===== config.mk =====
export PLATFORM = sky130hd
export DESIGN_NAME = pack_cfg_device_flat
export DESIGN_NICKNAME = d
export VERILOG_FILES = /design/src/design/pack_cfg_pkg.sv /design/src/design/pack_cfg_if.sv /design/src/design/pack_cfg_device.sv /design/src/flat_wrapper.sv
export SDC_FILE = /design/constraint.sdc
export NUM_CORES = 1
export LEC_CHECK = 0
export BUFFER_PORTS_ARGS = -buffer_cell sky130_fd_sc_hd__buf_4
export CORE_MARGIN = 3
export CORE_UTILIZATION = 42
export CTS_CLUSTER_SIZE = 14
export DETAILED_ROUTE_END_ITERATION = 10
export SLEW_MARGIN = 40
export SYNTH_ARGS = -nofsm -noshare
export SYNTH_HDL_FRONTEND = slang
export SYNTH_SLANG_ARGS = --single-unit

===== constraint.sdc =====
create_clock -name clock -period 5.8 [get_ports clock]
set_clock_uncertainty 0.05 [all_clocks]
set_input_delay 1.74 -clock clock [delete_from_list [all_inputs] [get_ports clock]]
set_output_delay 1.74 -clock clock [all_outputs]
set_load 0.05 [all_outputs]

===== src/design/pack_cfg_pkg.sv =====
package pack_cfg_pkg;
	// ==========================================================
	// Register map
	localparam logic [3:0] DISCHARGE_CONFIG_ADDR = 4'h5;
	localparam logic [3:0] CHARGE_TIMING_CONFIG_ADDR = 4'h6;
	localparam logic [3:0] FEATURE_CONFIG_ADDR = 4'h7;
	localparam logic [3:0] WRITE_UNLOCK_ADDR = 4'h8;
	localparam logic [3:0] STATUS_ADDR = 4'h9;
	localparam logic [7:0] REG_RESET = 8'h00;
	// ==========================================================
	// Bit positions
	localparam int CHG_OC_AUTO_OFF_DISABLE_BIT = 7;
	localparam int CHG_OC_THRESHOLD_HI_BIT = 6;
	localparam int CHG_OC_THRESHOLD_LO_BIT = 5;
	localparam int SHORT_LONG_DELAY_BIT = 4;
	localparam int CHG_DELAY_DIV32_BIT = 3;
	localparam int DIS_DELAY_DIV64_BIT = 2;
	localparam int CHG_OC_TIMEOUT_HI_BIT = 1;
	localparam int CHG_OC_TIMEOUT_LO_BIT = 0;
	localparam int TEMP_SCAN_DISABLE_BIT = 7;
	localparam int REGULATOR_DISABLE_BIT = 6;
	localparam int SENSOR_SUPPLY_FORCE_BIT = 5;
	localparam int EXT_THERMAL_OFF_DISABLE_BIT = 4;
	localparam int INT_THERMAL_OFF_DISABLE_BIT = 3;
	localparam int FORCE_RESET_BIT = 2;
	localparam int WAKE_PIN_DISABLE_BIT = 1;
	localparam int WAKE_POLARITY_BIT = 0;
	localparam int FEATURE_WRITE_ENABLE_BIT = 7;
	localparam int CHARGE_WRITE_ENABLE_BIT = 6;
	localparam int DISCHARGE_WRITE_ENABLE_BIT = 5;
	localparam int USER_FLAG_B_BIT = 4;
	localparam int USER_FLAG_A_BIT = 3;
	localparam logic [7:0] WRITE_UNLOCK_MASK = 8'hF8;
	// Status: bit0 charge oc, bit1 ext ot, bit2 int ot, bit3 charge on
	// ==========================================================
	// Timing, 100 MHz clock
	localparam int CLK_PERIOD_NS = 10;
	localparam int TICK_US = 1;
	localparam int TICK_CYCLES = TICK_US * 1000 / CLK_PERIOD_NS;
	localparam int SHORT_DELAY_US = 190;
	localparam int SHORT_LONG_DELAY_MS = 10;
	localparam int CHG_OC_BASE_MS = 80;
	localparam int SCAN_ON_MS = 5;
	localparam int SCAN_PERIOD_MS = 640;
	localparam int CHG_DIV = 32;
	localparam int DIS_DIV = 64;
	localparam int SHORT_DELAY_TICKS = SHORT_DELAY_US / TICK_US;
	localparam int SHORT_LONG_TICKS = SHORT_LONG_DELAY_MS * 1000 / TICK_US;
	localparam int CHG_OC_BASE_TICKS = CHG_OC_BASE_MS * 1000 / TICK_US;
	localparam int SCAN_ON_TICKS = SCAN_ON_MS * 1000 / TICK_US;
	localparam int SCAN_PERIOD_TICKS = SCAN_PERIOD_MS * 1000 / TICK_US;
	localparam int TIMER_W = 20;
	localparam int TICK_W = 7;

	typedef enum logic [1:0] {
		HOST_IDLE,
		HOST_WRITE,
		HOST_READ
	} host_state_e;
endpackage


===== src/design/pack_cfg_if.sv =====
`timescale 1ns/100ps
interface pack_cfg_if;
	logic wr_en;
	logic rd_en;
	logic [3:0] addr;
	logic [7:0] wdata;
	logic [7:0] rdata;
	logic rvalid;

	modport dev (
		input wr_en,
		input rd_en,
		input addr,
		input wdata,
		output rdata,
		output rvalid
	);
	modport host (
		output wr_en,
		output rd_en,
		output addr,
		output wdata,
		input rdata,
		input rvalid
	);
endinterface


===== src/design/pack_cfg_device.sv =====
`timescale 1ns/100ps
// How it works
// - Charge overcurrent auto-off unless disabled
// - Charge overcurrent always flags, powers sensor
// - Threshold field selects 0.10 to 0.16V
// - Short circuit delay 190us or 10ms
// - Charge delay divided by 32 when set
// - Discharge delay divided by 64 when set
// - Charge timeout 80 to 640ms by code
// - Sensor powered 5ms per 640ms unless disabled
// - Regulator disable bit turns regulator off
// - Force bit holds sensor supply on
// - External overtemp auto-off disable, still flagged
// - Internal overtemp auto-off disable, still flagged
// - Force-reset bit clears all registers except the two user flags
// - Wake pin disable blocks pin wake-up
// - Polarity bit picks wake edge
// - Feature register writable only when unlocked
// - Charge register writable only when unlocked
// - Discharge register writable only when unlocked
// - Two user flags survive regulator off
// - Charge overcurrent auto-off clears charge switch bit
module pack_cfg_device
	import pack_cfg_pkg::*;
(
	input wire logic clock,
	input wire logic rstn,
	pack_cfg_if.dev bus,
	input wire logic chg_oc_detect,
	input wire logic short_detect,
	input wire logic ext_overtemp,
	input wire logic int_overtemp,
	input wire logic wake_pin,
	input wire logic asleep,
	output logic [1:0] chg_oc_threshold,
	output logic chg_oc_timeout,
	output logic short_timeout,
	output logic [7:0] dis_delay_scale,
	output logic fet_off,
	output logic charge_switch_on,
	output logic sensor_supply_out,
	output logic regulator_disable,
	output logic wake_event
);
	// ==========================================================
	// Register file
	logic [7:0] discharge_config_r;
	logic [7:0] charge_timing_config_r;
	logic [7:0] feature_config_r;
	logic [7:0] write_unlock_r;
	logic [1:0] user_flags_r;
	logic chg_overcurrent_flag_r;
	logic ext_overtemp_flag_r;
	logic int_overtemp_flag_r;
	logic charge_switch_r;
	logic soft_por_r;
	logic chg_trip;
	logic short_trip;
	logic wr_charge;
	logic wr_feature;
	logic wr_discharge;

	function automatic logic hit(input logic [3:0] a, input logic [3:0] ref_a);
		hit = bus.wr_en && (a == ref_a);
	endfunction

	always_comb begin
		wr_discharge = 1'b0;
		wr_charge = 1'b0;
		wr_feature = 1'b0;
		if (hit(bus.addr, DISCHARGE_CONFIG_ADDR))
			wr_discharge = write_unlock_r[DISCHARGE_WRITE_ENABLE_BIT];
		else if (hit(bus.addr, CHARGE_TIMING_CONFIG_ADDR))
			wr_charge = write_unlock_r[CHARGE_WRITE_ENABLE_BIT];
		else if (hit(bus.addr, FEATURE_CONFIG_ADDR))
			wr_feature = write_unlock_r[FEATURE_WRITE_ENABLE_BIT];
	end

	// Force-reset pulse lasts one cycle and wipes the bank next edge
	always_ff @(posedge clock or negedge rstn) begin
		if (!rstn) begin
			soft_por_r <= 1'b0;
		end else begin
			soft_por_r <= wr_feature && bus.wdata[FORCE_RESET_BIT];
		end
	end

	// Locked writes simply fall through unchanged
	always_ff @(posedge clock or negedge rstn) begin
		if (!rstn) begin
			discharge_config_r <= REG_RESET;
			charge_timing_config_r <= REG_RESET;
			feature_config_r <= REG_RESET;
			write_unlock_r <= REG_RESET;
		end else if (soft_por_r) begin
			discharge_config_r <= REG_RESET;
			charge_timing_config_r <= REG_RESET;
			feature_config_r <= REG_RESET;
			write_unlock_r <= REG_RESET;
		end else begin
			if (wr_discharge)
				discharge_config_r <= bus.wdata;
			if (wr_charge)
				charge_timing_config_r <= bus.wdata;
			if (wr_feature)
				feature_config_r <= bus.wdata & ~(8'h01 << FORCE_RESET_BIT);
			if (hit(bus.addr, WRITE_UNLOCK_ADDR))
				write_unlock_r <= bus.wdata & WRITE_UNLOCK_MASK;
		end
	end

	// User flags sit in the battery-backed well: only rstn or a write to 08H clears them,
	// the regulator-off state and force reset leave them alone.
	always_ff @(posedge clock or negedge rstn) begin
		if (!rstn) begin
			user_flags_r <= 2'b00;
		end else if (hit(bus.addr, WRITE_UNLOCK_ADDR)) begin
			user_flags_r <= {bus.wdata[USER_FLAG_B_BIT],
				bus.wdata[USER_FLAG_A_BIT]};
		end
	end

	// ==========================================================
	// Read port
	always_ff @(posedge clock or negedge rstn) begin
		if (!rstn) begin
			bus.rdata <= 8'h00;
			bus.rvalid <= 1'b0;
		end else begin
			bus.rvalid <= bus.rd_en;
			if (bus.rd_en) begin
				if (bus.addr == DISCHARGE_CONFIG_ADDR)
					bus.rdata <= discharge_config_r;
				else if (bus.addr == CHARGE_TIMING_CONFIG_ADDR)
					bus.rdata <= charge_timing_config_r;
				else if (bus.addr == FEATURE_CONFIG_ADDR)
					bus.rdata <= feature_config_r;
				else if (bus.addr == WRITE_UNLOCK_ADDR)
					bus.rdata <= {write_unlock_r[7:5], user_flags_r, 3'b000};
				else if (bus.addr == STATUS_ADDR)
					bus.rdata <= {4'h0, charge_switch_r, int_overtemp_flag_r,
						ext_overtemp_flag_r, chg_overcurrent_flag_r};
				else
					bus.rdata <= 8'h00;
			end
		end
	end

	// ==========================================================
	// Microsecond tick and delay timers
	logic [TICK_W-1:0] tick_cnt_r;
	logic tick;
	logic [TIMER_W-1:0] chg_cnt_r;
	logic [TIMER_W-1:0] short_cnt_r;
	logic [TIMER_W-1:0] scan_cnt_r;
	logic [TIMER_W-1:0] chg_limit;
	logic [TIMER_W-1:0] short_limit;

	assign tick = (tick_cnt_r == TICK_W'(TICK_CYCLES - 1));

	always_ff @(posedge clock or negedge rstn) begin
		if (!rstn)
			tick_cnt_r <= '0;
		else
			tick_cnt_r <= tick ? '0 : tick_cnt_r + 1'b1;
	end

	// Timeout doubles per code; div32 turns 80ms into 2.5ms
	always_comb begin
		chg_limit = TIMER_W'(CHG_OC_BASE_TICKS)
			<< charge_timing_config_r[CHG_OC_TIMEOUT_HI_BIT:
				CHG_OC_TIMEOUT_LO_BIT];
		if (charge_timing_config_r[CHG_DELAY_DIV32_BIT])
			chg_limit = chg_limit / TIMER_W'(CHG_DIV);
		short_limit = charge_timing_config_r[SHORT_LONG_DELAY_BIT] ?
			TIMER_W'(SHORT_LONG_TICKS) : TIMER_W'(SHORT_DELAY_TICKS);
	end

	// Discharge timing lives elsewhere; only the divisor leaves here
	assign dis_delay_scale = charge_timing_config_r[DIS_DELAY_DIV64_BIT] ?
		8'(DIS_DIV) : 8'h01;
	assign chg_oc_threshold = charge_timing_config_r[
		CHG_OC_THRESHOLD_HI_BIT:CHG_OC_THRESHOLD_LO_BIT];

	always_ff @(posedge clock or negedge rstn) begin
		if (!rstn) begin
			chg_cnt_r <= '0;
		end else if (!chg_oc_detect) begin
			chg_cnt_r <= '0;
		end else if (tick && chg_cnt_r < chg_limit) begin
			chg_cnt_r <= chg_cnt_r + 1'b1;
		end
	end

	always_ff @(posedge clock or negedge rstn) begin
		if (!rstn) begin
			short_cnt_r <= '0;
		end else if (!short_detect) begin
			short_cnt_r <= '0;
		end else if (tick && short_cnt_r < short_limit) begin
			short_cnt_r <= short_cnt_r + 1'b1;
		end
	end

	assign chg_trip = chg_oc_detect && (chg_cnt_r >= chg_limit);
	assign short_trip = short_detect && (short_cnt_r >= short_limit);
	assign chg_oc_timeout = chg_trip;
	assign short_timeout = short_trip;

	// ==========================================================
	// Flags and FET control; force reset wins over events
	always_ff @(posedge clock or negedge rstn) begin
		if (!rstn) begin
			chg_overcurrent_flag_r <= 1'b0;
			ext_overtemp_flag_r <= 1'b0;
			int_overtemp_flag_r <= 1'b0;
		end else if (soft_por_r) begin
			chg_overcurrent_flag_r <= 1'b0;
			ext_overtemp_flag_r <= 1'b0;
			int_overtemp_flag_r <= 1'b0;
		end else begin
			if (chg_trip)
				chg_overcurrent_flag_r <= 1'b1;
			if (ext_overtemp)
				ext_overtemp_flag_r <= 1'b1;
			if (int_overtemp)
				int_overtemp_flag_r <= 1'b1;
		end
	end

	logic auto_off;
	always_comb begin
		auto_off = 1'b0;
		if (chg_trip && !charge_timing_config_r[CHG_OC_AUTO_OFF_DISABLE_BIT])
			auto_off = 1'b1;
		if (ext_overtemp && !feature_config_r[EXT_THERMAL_OFF_DISABLE_BIT])
			auto_off = 1'b1;
		if (int_overtemp && !feature_config_r[INT_THERMAL_OFF_DISABLE_BIT])
			auto_off = 1'b1;
	end

	// Charge switch set by host at status address bit3
	always_ff @(posedge clock or negedge rstn) begin
		if (!rstn) begin
			charge_switch_r <= 1'b0;
			fet_off <= 1'b0;
		end else if (soft_por_r) begin
			charge_switch_r <= 1'b0;
			fet_off <= 1'b0;
		end else begin
			fet_off <= auto_off;
			if (auto_off)
				charge_switch_r <= 1'b0;
			else if (hit(bus.addr, STATUS_ADDR))
				charge_switch_r <= bus.wdata[3];
		end
	end
	assign charge_switch_on = charge_switch_r;

	// ==========================================================
	// Sensor supply scan
	always_ff @(posedge clock or negedge rstn) begin
		if (!rstn)
			scan_cnt_r <= '0;
		else if (tick)
			scan_cnt_r <= (scan_cnt_r == TIMER_W'(SCAN_PERIOD_TICKS - 1)) ?
				'0 : scan_cnt_r + 1'b1;
	end

	always_ff @(posedge clock or negedge rstn) begin
		if (!rstn) begin
			sensor_supply_out <= 1'b0;
			regulator_disable <= 1'b0;
		end else begin
			sensor_supply_out <= feature_config_r[SENSOR_SUPPLY_FORCE_BIT]
				|| chg_overcurrent_flag_r
				|| (!feature_config_r[TEMP_SCAN_DISABLE_BIT]
				&& scan_cnt_r < TIMER_W'(SCAN_ON_TICKS));
			regulator_disable <= feature_config_r[REGULATOR_DISABLE_BIT];
		end
	end

	// ==========================================================
	// Wake detection; pin taken as synchronous
	logic wake_prev_r;
	always_ff @(posedge clock or negedge rstn) begin
		if (!rstn) begin
			wake_prev_r <= 1'b0;
			wake_event <= 1'b0;
		end else begin
			wake_prev_r <= wake_pin;
			wake_event <= asleep && !feature_config_r[WAKE_PIN_DISABLE_BIT]
				&& (feature_config_r[WAKE_POLARITY_BIT] ?
				(wake_pin && !wake_prev_r) : (!wake_pin && wake_prev_r));
		end
	end
endmodule // pack_cfg_device


===== src/flat_wrapper.sv =====
// flat-port wrapper written by rule: the top's interface ports become plain ports
module pack_cfg_device_flat import pack_cfg_pkg::*;
  (clock, rstn, chg_oc_detect, short_detect, ext_overtemp, int_overtemp, wake_pin, asleep, chg_oc_threshold, chg_oc_timeout, short_timeout, dis_delay_scale, fet_off, charge_switch_on, sensor_supply_out, regulator_disable, wake_event, bus_wr_en, bus_rd_en, bus_addr, bus_wdata, bus_rdata, bus_rvalid);
  pack_cfg_if bus_i ();
  input wire logic clock;
  input wire logic rstn;
  input wire logic chg_oc_detect;
  input wire logic short_detect;
  input wire logic ext_overtemp;
  input wire logic int_overtemp;
  input wire logic wake_pin;
  input wire logic asleep;
  output logic [1:0] chg_oc_threshold;
  output logic chg_oc_timeout;
  output logic short_timeout;
  output logic [7:0] dis_delay_scale;
  output logic fet_off;
  output logic charge_switch_on;
  output logic sensor_supply_out;
  output logic regulator_disable;
  output logic wake_event;
  input wire logic [$bits(bus_i.wr_en)-1:0] bus_wr_en;
  input wire logic [$bits(bus_i.rd_en)-1:0] bus_rd_en;
  input wire logic [$bits(bus_i.addr)-1:0] bus_addr;
  input wire logic [$bits(bus_i.wdata)-1:0] bus_wdata;
  output wire logic [$bits(bus_i.rdata)-1:0] bus_rdata;
  output wire logic [$bits(bus_i.rvalid)-1:0] bus_rvalid;
  assign bus_i.wr_en = bus_wr_en;
  assign bus_i.rd_en = bus_rd_en;
  assign bus_i.addr = bus_addr;
  assign bus_i.wdata = bus_wdata;
  assign bus_rdata = bus_i.rdata;
  assign bus_rvalid = bus_i.rvalid;
  pack_cfg_device u_core (.clock(clock), .rstn(rstn), .bus(bus_i), .chg_oc_detect(chg_oc_detect), .short_detect(short_detect), .ext_overtemp(ext_overtemp), .int_overtemp(int_overtemp), .wake_pin(wake_pin), .asleep(asleep), .chg_oc_threshold(chg_oc_threshold), .chg_oc_timeout(chg_oc_timeout), .short_timeout(short_timeout), .dis_delay_scale(dis_delay_scale), .fet_off(fet_off), .charge_switch_on(charge_switch_on), .sensor_supply_out(sensor_supply_out), .regulator_disable(regulator_disable), .wake_event(wake_event));
endmodule

# Word level (Yosys, flattened, before mapping)
# Cells that the tools add are included.
# Widths: inputs -> output; s select.
# word_totals
output_inout_bits	26
register_bits	120
input_bits	22
word_cells	117
# op_classes
add_sub_neg	4
magnitude_cmp	5
shift	1
muxes	42
eq_ne	9
n_reduce_logical	35
# op_table
op	n
$mux 20	6
$mux 8	12
$add 20x1->20 const B	3
$ge 20x20->1	2
$lt 20x20->1	2
$eq 20x20->1 const B	1
$lt 20x13->1 const B	1
$mux 1	20
$shl 17x2->20 const A	1
$logic_and 1x1->1	18
$mux 14	1
$mux 7	2
$reduce_bool 2->1	7
$eq 4x3->1 const B	3
$eq 4x4->1 const B	2
$add 7x1->7 const B	1
$eq 7x7->1 const B	1
$logic_not 1->1	7
$mux 4	1
$ne 2x1->1 const B	2
$reduce_bool 3->1	1
$logic_or 1x1->1	2

# Logic depth before layout (Yosys ltp)
# depth
word_depth	10
mapped_depth	14
ltp_nobuf	11

# Worst setup path before layout
# OpenSTA, ideal clock, no wires.
# synth_timing
kind	reg2out
from	register u_core.charge_timing_config_r[1]
to	output port chg_oc_timeout
path_slack_ns	0.855
n_path_buf	3
t_required_ns	4.010
stages_incl_launch_ff	12
arrival_ns	3.155
path_cell_list	dfrtp_1 clkbuf_1 inv_1 ha_1 or2_2 ha_1 nand4_1 a2111o_1 o21bai_1 clkbuf_1 buf_2 and2_1
# synth_between
elab_chain_len	4
# synth_rtl
item	line_no	rtl
start: declaration	pack_cfg_device.sv:48	logic [7:0] charge_timing_config_r;
start signal: assignment	pack_cfg_device.sv:104	charge_timing_config_r <= bus.wdata;
$shl 17x2->20	pack_cfg_device.sv:170	chg_limit = TIMER_W'(CHG_OC_BASE_TICKS)
$mux 20	pack_cfg_device.sv:173	if (charge_timing_config_r[CHG_DELAY_DIV32_BIT])
$ge 20x20->1	pack_cfg_device.sv:205	assign chg_trip = chg_oc_detect && (chg_cnt_r >= chg_limit);
$logic_and 1x1->1	pack_cfg_device.sv:205	
end: declaration	flat_wrapper.sv:14	output logic chg_oc_timeout;
# Every way passes these cells.

# Worst setup path after layout
# Ends and elaborated chain as after synthesis.

==> run summary <==
root buffer cell -> clkbuf_16
Crit. End Element -> primary output
Mapped Area -> 0.00638 sq mm
Pre-Repair DR Iteration Count -> 4
hpwl dp -> 10300 microns
max_cap viols -> 0
Top Metal Used -> met4
Fin Setup TNS -> 0 ns
io pins -> 48
synth unique cells -> 54
WP data required -> 4.01 ns
register area share after synthesis -> 44.7%
Met2 Routed Length -> 7220 microns
pwr/cell area -> 297 mW/mm^2
clk sinks -> 114
initial antenna violation count -> 0
Via density -> 5.57
CP Launch Type -> register
worst r2r src -> u_core.charge_timing_config_r[1]$_DFFE_PN0P_
syn_area_per_cell -> 9.56 sq um
GRT Util Overall -> 18.7%
# diodes -> 0
status -> finished clean
M1 wire length -> 6900 microns
layout cells sized above 1 -> 13.6%
largest net degree at the start of global routing -> 60
Worst Setup SP -> u_core.charge_timing_config_r[1]$_DFFE_PN0P_
Hold Path Class -> register to register
Setup Buffers After CTS -> 0
Initial Util -> 43.4%
max frequency -> 204 MHz
Placeable Area -> 0.0147 sq mm
final setup fails -> 0
die footprint -> 0.0167 sq mm
Total Wirelength -> 14700 microns
CTS Hold Bufs -> 0
commonest non-fill, non-tap cell in the layout -> dfrtp_1
Pleak -> 3.27 nW
Max FO, Critical Path -> 10
min cycle time layout -> 4.89 ns
DR WL met3 -> 416 microns
asr flop ratio synth -> 100%
Slew Limit Fails -> 0
CP max-delay cell -> dfrtp_1
height of the chip -> 129 microns
area grow syn2layout -> 15.8%
VDD IR max -> 0.208 mV
CTS tree -> built
Slew @ Worst Pin -> 0.735 ns
Post-synth EDFFs -> 0
row count -> 44
Die X -> 129 microns
initial DRC count -> 276
GP Congestion -> 0.831
Cells after Synth -> 667
most frequent cells in the layout -> dfrtp_1, nor2_1, nand2_1
clk slew on worst S/H paths -> 0.06 ns
vias in the first global route -> 5111
Overflow after GRT -> 0
flops & latches, synth -> 114
RSZ-0062 raised after global routing -> no
later-pin clock latency in the skew report -> 0.41 ns
critical path's largest stage delay -> 0.52 ns
vias -> 4993
H-tree levels -> 4
Final Cycle Share -> 84.4%
Crit path arrival time -> 3.10 ns
crit path cell chain -> inv_1 > ha_1 > nand2_1 > o21ai_0 > ha_1 > nand2_1 > o21bai_1 > a2111o_1 > o21bai_2 > and2_1 > buf_4
Top FF cell, synth -> dfrtp_1
fill cell count -> 1385
CTS resizes -> 0
number of buffers created by CTS -> 17
final hold slack -> 0.361 ns
critical path type -> register to primary output
routed len/inst -> 16.4 microns
Routed Antenna Nets -> 0
Synth warnings -> 0
drt drc -> 0
Max Root-Sink Buffers -> 2
Port Buf Inserts -> 41
Max-Slew Margin vs Limit -> 49.7%
first-pass GRT wire length -> 25100 microns
Final Hold Fails -> 0
Final nets -> 759
Hold Path Origin -> u_core.feature_config_r[6]$_DFFE_PN0P_
cells in the mapped netlist (all sizes together) (2+ instances only):
cell type / instances / share of area (%)
xor2: 12 / 1.6
nand3: 26 / 2.0
a22oi: 8 / 0.94
buf: 14 / 1.5
or4: 16 / 1.9
and3: 12 / 1.2
o41ai: 2 / 0.27
dfrtp: 114 / 45
xnor2: 14 / 1.9
nand4b: 4 / 0.55
o31a: 3 / 0.47
a211oi: 2 / 0.24
nand4: 15 / 1.5
inv: 20 / 1.2
or3: 6 / 0.59
ha: 37 / 7.3
nor2b: 7 / 0.69
and4: 6 / 0.82
clkbuf: 23 / 1.4
a21o: 6 / 0.71
a21oi: 45 / 3.5
o31ai: 15 / 1.8
mux2i: 34 / 5.3
and2: 11 / 1.1
a2111oi: 2 / 0.57
nor3: 7 / 0.55
nand2b: 8 / 0.78
o21ai: 17 / 1.3
nor2: 79 / 4.7
nor4: 11 / 1.1
mux2: 6 / 1.1
nor3b: 3 / 0.35
nand2: 60 / 3.6
o21bai: 3 / 0.41
o21a: 7 / 0.82
power by group:
part	total (mW)	switching (mW)	internal [mW]	leakage, nW
Combinational	0.284	0.180	0.103	1.47
Clock	1.02	0.390	0.634	0.276
Sequential	0.883	0.0417	0.842	1.52
per-stage QoR:
stage | power, mW | setup WS (ns) | cells | util [%] | instance area [sq um]
4_1_cts | 2.21 | 0.881 | 897 | 50.2 | 7380
6_report | 2.19 | 0.907 | 897 | 50.2 | 7380
2_1_floorplan | 1.09 | 0.855 | 672 | - | 6390
3_5_place_dp | 1.18 | 1.33 | 865 | 46.2 | 6800
3_3_place_gp | 1.17 | 1.42 | 865 | 46.2 | 6790
5_1_grt | 2.29 | 0.696 | 897 | 50.2 | 7380
worst max-delay path: cells and delay by family, from the launching register on:
family	cells	cell delay [ns]
fa+ha+maj	2	0.63
buf+inv	2	0.36
compound gates	4	0.85
simple gates	3	0.34
flops	1	0.52
layer usage:
metal	GRT usage, %	vias up
met5	0	-
met1	25.2	2458
li1	-	2446
met3	3.96	17
met4	6.11	0
met2	30.2	72
flip-flops by register name, indices dropped and copies added (netlist names), 7 cells and up:
signal,count
u_core.charge_timing_config_r,8
u_core.bus.rdata,8
u_core.feature_config_r,7
u_core.tick_cnt_r,7
u_core.scan_cnt_r,20
u_core.short_cnt_r,20
u_core.discharge_config_r,8
u_core.chg_cnt_r,20
worst paths after layout:
| path | cells after the start | slack (ns) | to |
|---|---|---|---|
| max | 11 | 0.91 | chg_oc_timeout |
| min | 0 | 0.36 | u_core.regulator_disable$_DFF_PN0_ |
| max reg2reg | 11 | 2.48 | u_core.chg_cnt_r[19]$_DFFE_PN0P_ |
| min reg2reg | 0 | 0.36 | u_core.regulator_disable$_DFF_PN0_ |
| max in group asynchronous | 2 | 3.57 | u_core.tick_cnt_r[0]$_DFF_PN0_ |
| min in group asynchronous | 1 | 1.24 | u_core.tick_cnt_r[4]$_DFF_PN0_ |
area by class of cell:
| type | count | area [sq um] | share of cell area, % |
|---|---|---|---|
| sequential | 114 | 2850 | 38.7 |
| tap | 184 | 230 | 3.12 |
| multi-input combinational | 500 | 3290 | 44.5 |
| timing repair buffer | 46 | 349 | 4.73 |
| clock inverter | 15 | 158 | 2.14 |
| inverter | 21 | 78.8 | 1.07 |
| clock buffer | 17 | 425 | 5.76 |
logic make-up after synthesis:
logic type | Yosys count | share of synthesized area [%]
xor gates and xnor gates | 26 | 3.57
DFF | 114 | 44.7
AOI/OAI and AO/OA | 118 | 12.1
muxes | 40 | 6.40
and+or+nand+nor | 273 | 21.7
other | 1 | 0.0588
buffers and inverters | 58 | 4.12
adders and majority gates | 37 | 7.26
Note: power is estimated with default switching activity, not from simulation.
